--- src/design/ddc_pkg.sv ---
/*
 Package for the datapath control register block: offsets, field positions,
 reset value, interpolation codes and the packed carrier of decoded controls.
 Assumes a 32-bit Avalon-MM slave with word addressing by byte address.
*/
package ddc_pkg;
    localparam logic [7:0] DDC_OFF_CTRL = 8'h00;
    localparam logic [15:0] DDC_CTRL_RST = 16'h049C;
    localparam int DDC_B_P1_OFS = 15;
    localparam int DDC_B_P2_OFS = 14;
    localparam int DDC_B_P1_GP = 13;
    localparam int DDC_B_P2_GP = 12;
    localparam int DDC_B_INTERP_HI = 11;
    localparam int DDC_B_INTERP_LO = 8;
    localparam int DDC_B_FIFO = 7;
    localparam int DDC_B_ALM_OE = 4;
    localparam int DDC_B_ALM_POL = 3;
    localparam int DDC_B_SYNC = 2;
    localparam int DDC_B_P1_SINC = 1;
    localparam int DDC_B_P2_SINC = 0;
    // bits 6:5 are reserved and read back as written
    localparam logic [15:0] DDC_CTRL_MASK = 16'hFF9F;

    typedef enum logic [2:0] {
        DDC_INTERP_X1 = 3'h0,
        DDC_INTERP_X2 = 3'h1,
        DDC_INTERP_X4 = 3'h2,
        DDC_INTERP_X8 = 3'h3,
        DDC_INTERP_X16 = 3'h4,
        DDC_INTERP_BAD = 3'h7
    } ddc_interp_e;

    typedef struct packed {
        logic pair1_offset_fix_en;
        logic pair2_offset_fix_en;
        logic pair1_gain_phase_fix_en;
        logic pair2_gain_phase_fix_en;
        ddc_interp_e interp;
        logic fifo_en;
        logic alarm_drive_en;
        logic alarm_active_high;
        logic divclk_sync_en;
        logic pair1_sinc_comp_en;
        logic pair2_sinc_comp_en;
    } ddc_ctrl_s;
endpackage

--- src/design/ddc_ctrl_reg.sv ---
/*
 Datapath control register: one 16-bit register on Avalon-MM with decoded
 control outputs, alarm pin drive and sync-pointer request.
 Assumes the alarm source and sync pulse come from logic on CLK_SYS.
*/
// Our own choice: register access over Avalon-MM.
`timescale 1ns/1ps

module ddc_ctrl_reg (
    input wire logic CLK_SYS,
    input wire logic SYS_RST,
    input wire logic [7:0] AVS_ADDRESS,
    input wire logic AVS_READ,
    input wire logic AVS_WRITE,
    input wire logic [31:0] AVS_WRITEDATA,
    input wire logic [3:0] AVS_BYTEENABLE,
    output logic [31:0] AVS_READDATA,
    output logic AVS_WAITREQUEST,
    output ddc_pkg::ddc_ctrl_s CTRL,
    input wire logic ALARM_EVENT,
    output logic ALARM_O,
    output logic ALARM_OE,
    input wire logic SYNC_PULSE,
    output logic FIFO_OUTPTR_RESYNC
);

    logic [15:0] ctrl_q;
    logic ack_q;
    logic hit;
    logic alarm_q;
    logic resync_q;

    // map the one-hot or all-zero field onto the internal code; other codes flagged
    function automatic ddc_pkg::ddc_interp_e interp_dec(input logic [3:0] f);
        case (f)
            4'h0: interp_dec = ddc_pkg::DDC_INTERP_X1;
            4'h1: interp_dec = ddc_pkg::DDC_INTERP_X2;
            4'h2: interp_dec = ddc_pkg::DDC_INTERP_X4;
            4'h4: interp_dec = ddc_pkg::DDC_INTERP_X8;
            4'h8: interp_dec = ddc_pkg::DDC_INTERP_X16;
            default: interp_dec = ddc_pkg::DDC_INTERP_BAD;
        endcase
    endfunction

    assign hit = (AVS_ADDRESS == ddc_pkg::DDC_OFF_CTRL);

    // one wait cycle per access: answer comes on the second edge
    always_ff @(posedge CLK_SYS or posedge SYS_RST) begin
        if (SYS_RST) begin
            ack_q <= 1'b0;
        end else begin
            ack_q <= (AVS_READ | AVS_WRITE) & ~ack_q;
        end
    end
    assign AVS_WAITREQUEST = (AVS_READ | AVS_WRITE) & ~ack_q;

    // register write, low two byte lanes only
    always_ff @(posedge CLK_SYS or posedge SYS_RST) begin
        if (SYS_RST) begin
            ctrl_q <= ddc_pkg::DDC_CTRL_RST;
        end else if (AVS_WRITE && ack_q && hit) begin
            if (AVS_BYTEENABLE[0]) begin
                ctrl_q[7:0] <= AVS_WRITEDATA[7:0];
            end
            if (AVS_BYTEENABLE[1]) begin
                ctrl_q[15:8] <= AVS_WRITEDATA[15:8];
            end
        end
    end

    // read data registered; unmapped reads return zero
    always_ff @(posedge CLK_SYS or posedge SYS_RST) begin
        if (SYS_RST) begin
            AVS_READDATA <= 32'h0000_0000;
        end else if (AVS_READ && !ack_q) begin
            AVS_READDATA <= hit ? {16'h0000, ctrl_q} : 32'h0000_0000;
        end
    end

    // decoded controls straight from flops
    always_comb begin
        CTRL.pair1_offset_fix_en = ctrl_q[ddc_pkg::DDC_B_P1_OFS];
        CTRL.pair2_offset_fix_en = ctrl_q[ddc_pkg::DDC_B_P2_OFS];
        CTRL.pair1_gain_phase_fix_en = ctrl_q[ddc_pkg::DDC_B_P1_GP];
        CTRL.pair2_gain_phase_fix_en = ctrl_q[ddc_pkg::DDC_B_P2_GP];
        CTRL.interp = interp_dec(ctrl_q[ddc_pkg::DDC_B_INTERP_HI:ddc_pkg::DDC_B_INTERP_LO]);
        CTRL.fifo_en = ctrl_q[ddc_pkg::DDC_B_FIFO];
        CTRL.alarm_drive_en = ctrl_q[ddc_pkg::DDC_B_ALM_OE];
        CTRL.alarm_active_high = ctrl_q[ddc_pkg::DDC_B_ALM_POL];
        CTRL.divclk_sync_en = ctrl_q[ddc_pkg::DDC_B_SYNC];
        CTRL.pair1_sinc_comp_en = ctrl_q[ddc_pkg::DDC_B_P1_SINC];
        CTRL.pair2_sinc_comp_en = ctrl_q[ddc_pkg::DDC_B_P2_SINC];
    end

    // alarm pin level registered so polarity flips glitch-free
    always_ff @(posedge CLK_SYS or posedge SYS_RST) begin
        if (SYS_RST) begin
            alarm_q <= 1'b0;
        end else begin
            alarm_q <= ctrl_q[ddc_pkg::DDC_B_ALM_POL] ? ALARM_EVENT : ~ALARM_EVENT;
        end
    end
    assign ALARM_O = alarm_q;
    assign ALARM_OE = ctrl_q[ddc_pkg::DDC_B_ALM_OE];

    // pointer resync only when enabled; pulse follows the sync source
    always_ff @(posedge CLK_SYS or posedge SYS_RST) begin
        if (SYS_RST) begin
            resync_q <= 1'b0;
        end else begin
            resync_q <= SYNC_PULSE & ctrl_q[ddc_pkg::DDC_B_SYNC];
        end
    end
    assign FIFO_OUTPTR_RESYNC = resync_q;

    a_write_lands: assert property (@(posedge CLK_SYS) disable iff (SYS_RST)
        (AVS_WRITE && !AVS_WAITREQUEST && hit && AVS_BYTEENABLE[1])
        |=> CTRL.pair1_offset_fix_en == $past(AVS_WRITEDATA[15]))
        else $error("offset enable did not follow write");
    a_gp_lands: assert property (@(posedge CLK_SYS) disable iff (SYS_RST)
        (AVS_WRITE && !AVS_WAITREQUEST && hit && AVS_BYTEENABLE[1])
        |=> CTRL.pair2_gain_phase_fix_en == $past(AVS_WRITEDATA[12]))
        else $error("gain phase enable did not follow write");
    a_interp_x8: assert property (@(posedge CLK_SYS) disable iff (SYS_RST)
        (ctrl_q[11:8] == 4'h4) |-> CTRL.interp == ddc_pkg::DDC_INTERP_X8)
        else $error("interp code 0100 not decoded as 8x");
    a_fifo_bit: assert property (@(posedge CLK_SYS) disable iff (SYS_RST)
        (AVS_WRITE && !AVS_WAITREQUEST && hit && AVS_BYTEENABLE[0])
        |=> CTRL.fifo_en == $past(AVS_WRITEDATA[7]))
        else $error("fifo enable did not follow write");
    a_alarm_oe: assert property (@(posedge CLK_SYS) disable iff (SYS_RST)
        ALARM_OE == CTRL.alarm_drive_en)
        else $error("alarm drive not tied to enable");
    a_alarm_pol: assert property (@(posedge CLK_SYS) disable iff (SYS_RST)
        $stable(ctrl_q[3]) |=> ALARM_O == ($past(ctrl_q[3]) ? $past(ALARM_EVENT) : !$past(ALARM_EVENT)))
        else $error("alarm level wrong for polarity");
    a_resync_gate: assert property (@(posedge CLK_SYS) disable iff (SYS_RST)
        (SYNC_PULSE && ctrl_q[2]) |=> FIFO_OUTPTR_RESYNC)
        else $error("resync missed while enabled");
    a_no_resync: assert property (@(posedge CLK_SYS) disable iff (SYS_RST)
        !$past(ctrl_q[2]) |-> !FIFO_OUTPTR_RESYNC)
        else $error("resync while disabled");
    a_sinc_read: assert property (@(posedge CLK_SYS) disable iff (SYS_RST)
        (AVS_READ && !AVS_WAITREQUEST && hit) |-> AVS_READDATA[1:0] == {CTRL.pair1_sinc_comp_en,
        CTRL.pair2_sinc_comp_en})
        else $error("readback of sinc bits wrong");
    a_wait_one: assert property (@(posedge CLK_SYS) disable iff (SYS_RST)
        ($rose(AVS_READ) || $rose(AVS_WRITE)) |-> AVS_WAITREQUEST ##1 !AVS_WAITREQUEST)
        else $error("answer not one cycle after request");
    // second pair enables checked too, so a swapped bit pair cannot hide
    a_ofs2_lands: assert property (@(posedge CLK_SYS) disable iff (SYS_RST)
        (AVS_WRITE && !AVS_WAITREQUEST && hit && AVS_BYTEENABLE[1])
        |=> CTRL.pair2_offset_fix_en == $past(AVS_WRITEDATA[14]))
        else $error("second offset enable did not follow write");
    a_x16_code: assert property (@(posedge CLK_SYS) disable iff (SYS_RST)
        (ctrl_q[11:8] == 4'h8) |-> CTRL.interp == ddc_pkg::DDC_INTERP_X16)
        else $error("interp code 1000 not decoded as 16x");
    a_sinc1_lands: assert property (@(posedge CLK_SYS) disable iff (SYS_RST)
        (AVS_WRITE && !AVS_WAITREQUEST && hit && AVS_BYTEENABLE[0])
        |=> CTRL.pair1_sinc_comp_en == $past(AVS_WRITEDATA[1]))
        else $error("first sinc enable did not follow write");
    a_unmapped_rd: assert property (@(posedge CLK_SYS) disable iff (SYS_RST)
        (AVS_READ && !AVS_WAITREQUEST && !hit) |-> AVS_READDATA == 32'h0000_0000)
        else $error("unmapped read returned nonzero");

endmodule // ddc_ctrl_reg

--- config.mk ---
export PLATFORM = sky130hd
export DESIGN_NAME = ddc_ctrl_reg
export DESIGN_NICKNAME = d
export VERILOG_FILES = /design/src/design/ddc_pkg.sv /design/src/design/ddc_ctrl_reg.sv
export SDC_FILE = /design/constraint.sdc
export NUM_CORES = 1
export LEC_CHECK = 0
export BUFFER_PORTS_ARGS = -buffer_cell sky130_fd_sc_hd__buf_2
export CAP_MARGIN = 0
export CORE_MARGIN = 4
export CORE_UTILIZATION = 46
export DETAILED_ROUTE_END_ITERATION = 10
export PLACE_DENSITY = 0.94
export SYNTH_ARGS = -nofsm -noshare
export SYNTH_HDL_FRONTEND = slang
export SYNTH_SLANG_ARGS = --single-unit
--- constraint.sdc ---
create_clock -name CLK_SYS -period 2.2 [get_ports CLK_SYS]
set_input_delay 0.22 -clock CLK_SYS [delete_from_list [all_inputs] [get_ports CLK_SYS]]
set_output_delay 0.22 -clock CLK_SYS [all_outputs]
set_load 0.02 [all_outputs]
==> qor.yml <==
outcome:
  outcome: "finished, final reports clean"
finish:
  mostFrequentLayoutCells: "buf_2, nand2_1, dfrtp_1"
  antennaDiodeCount: 0
  nets: 258
  register_area_um2: 882
  multi_input_area_um2: 603
  areaGrowthSynthToFinish_pct: 19.0
  final_common_cell: "buf_2"
  nFillCells: 280
  stdcell_area_um2: 1960
  drive_gt1_frac: 0.469
logic_synthesis:
  synth.avg_cell_area_um2: 11.0
  netlist_instances: 150
  synth_seq_cells: 35
  yosysWarningCount: 0
  ys_types: 21
  yosys.area.top_type: "dfrtp_1"
  synth_top_area_share: 0.456
  synth_area_leaders: "dfrtp_1, buf_4, mux2_2"
  synth_area_um2: 1650
  yosysSeqAreaShare: 0.535
placement:
  portBuffers: 64
  place_area_um2: 1880
  detailed_place_hpwl_um: 2600
  gp_congestion: 0.817
  pre_cts_slack_ps: 634
clocking:
  cts_setup_buffers: 0
  htree_levels: 2
  clk_pin_slew_ps: 100
  clk_path_buf_depth: 2
  cts_tree: "done"
  root_buffer: "clkbuf_4"
  cts.sinks: 35
  cts_buffers: 5
  clock_latency_ps: 330
drt:
  wl_per_cell_um: 13.2
  drt-vias-per-instance: 4.66
  drc_errors: 0
  wl_um: 3370
  dr.pass1.iters: 4
  first_iter_violations: 34
  dr_total_vias: 1189
  postRouteAntennaNets: 0
sta:
  worst-slew-pin-transition_ps: 588
  drv_slew: 0
  rsz0062_at_grt: "false"
  layout_worst_path_cycle_share: 0.692
  min_period_ps: 1520
  setup_slack_ps: 677
  fin_worst_skew_ps: 5.57
  hold_viol: 0
  finalSetupViolCount: 0
  slew_headroom: 0.608
  setup-tns-final_ps: 0
  max_freq_mhz: 657
power_and_ir_drop:
  pwr-share-comb: 0.105
  p_leak_uw: 0.00106
  power_density_nw_per_um2: 600
  clockPowerShare: 0.336
  vdd_drop_max_mv: 0.331
  power_switching_share: 0.253
  intPower_uw: 879
  p_sw_uw: 297
  power_frac_seq: 0.559
global_route:
  grtUsageTotal: 0.152
  antenna_found_initial: 0
  grt_pass1_wl_um: 5090
  grt-ovfl-total: 0
  grt_pass1_vias: 1059
  grt_max_degree: 36
die:
  dieWidth_um: 67.9
  die_h_um: 67.9
  rows: 21
  core_um2: 3390
  die_area_um2: 4600
  start_util: 0.486
  io_pins: 99
setup_path:
  crit_required_ps: 1980
  reg2reg_slack_ps: 880
  cp-end-kind: "output port"
  r2r-start: "ack_q"
  crit_start: "ctrl_q[10]"
  cp_max_fo: 5
  worstRegToRegCells: 3
  critPathKind: "reg2out"
  start_kind: "flop"
  critPathArrivalTime_ps: 1300
  r2r-end: "ctrl_q[5]"
hold_path:
  min_to: "ALARM_O"
  whs_path_depth: 2
  hold_class: "in2reg"
  min_from: "ALARM_EVENT"
job:
  max-cap-violations: 0
[power by group through the flow]
stage	Sequential (uW)	Clock (uW)	Combinational, uW
2_1_floorplan	670	0	97.0
3_3_place_gp	669	0	120
3_5_place_dp	670	0	123
4_1_cts	657	400	124
5_1_grt	659	429	137
6_report	658	395	124
[cell usage after synthesis, drive strengths merged]
| cell | instances |
|---|---|
| dfstp | 5 |
| inv | 1 |
| nand2 | 35 |
| nand2b | 1 |
| a211o | 1 |
| and2 | 2 |
| o21bai | 1 |
| nand4 | 2 |
| nor2b | 1 |
| o21ai | 16 |
| xnor2 | 1 |
| buf | 26 |
| nor2 | 3 |
| a21oi | 1 |
| nor4 | 2 |
| clkbuf | 5 |
| conb | 1 |
| mux2 | 16 |
| dfrtp | 30 |
[critical path, stage by stage, from the launching register on]
cell	delay [ps]
dfstp_2	580
a21oi_1	70
o21bai_1	130
buf_2	180
[worst max path at each step]
stage / end / slack, ps / depth (start not counted)
floorplan: ctrl_q[0] / 950 / 3
detailed placement: AVS_READDATA[13] / 630 / 4
global placement: ctrl_q[0] / 740 / 4
CTS: CTRL[8] / 670 / 3
finish: CTRL[8] / 680 / 3
global route: CTRL[8] / 600 / 3
[registers in the layout (all words and copies together), names as in the netlist]
signal / flops
FIFO_OUTPTR_RESYNC: 1
ack_q: 1
AVS_READDATA: 16
ALARM_O: 1
ctrl_q: 16
[metal layers]
layer,global-route usage,routed length (um)
met4,0.0720,82
met1,0.178,1310
met2,0.261,1790
met5,0,0
met3,0.0378,189
[area by class of cell]
type                       instances  share of cell area
tap                               46              0.0294
clock buffer                       8              0.0351
sequential                        35               0.450
multi-input combinational         98               0.308
inverter                           1             0.00191
timing repair buffer              67               0.176
[through the flow]
| stage | instances | total power (uW) | hold slack (ps) | utilization |
|---|---|---|---|---|
| detailed placement | 246 | 792 | 340 | 0.555 |
| global route | 255 | 1220 | 29.3 | 0.578 |
| floorplan | 165 | 767 | 302 | - |
| finish | 255 | 1180 | 52.7 | 0.578 |
| global placement | 246 | 789 | 328 | 0.555 |
| CTS | 255 | 1180 | 43.9 | 0.578 |
[logic make-up after synthesis]
| family | Yosys count | synth area share |
|---|---|---|
| flops | 35 | 0.535 |
| mux | 16 | 0.109 |
| other cells | 1 | 0.00228 |
| simple gates | 46 | 0.153 |
| compound gates | 19 | 0.0615 |
| buf+inv | 32 | 0.133 |
| xor+xnor | 1 | 0.00532 |
[timing repair]
| action | 4_1_cts | 5_1_grt |
|---|---|---|
| hold endpoints to repair | 30 | 0 |
| resized for setup | 0 | 0 |
| hold buffers | 1 | 0 |
No activity file was read; power rests on OpenSTA's default activity.
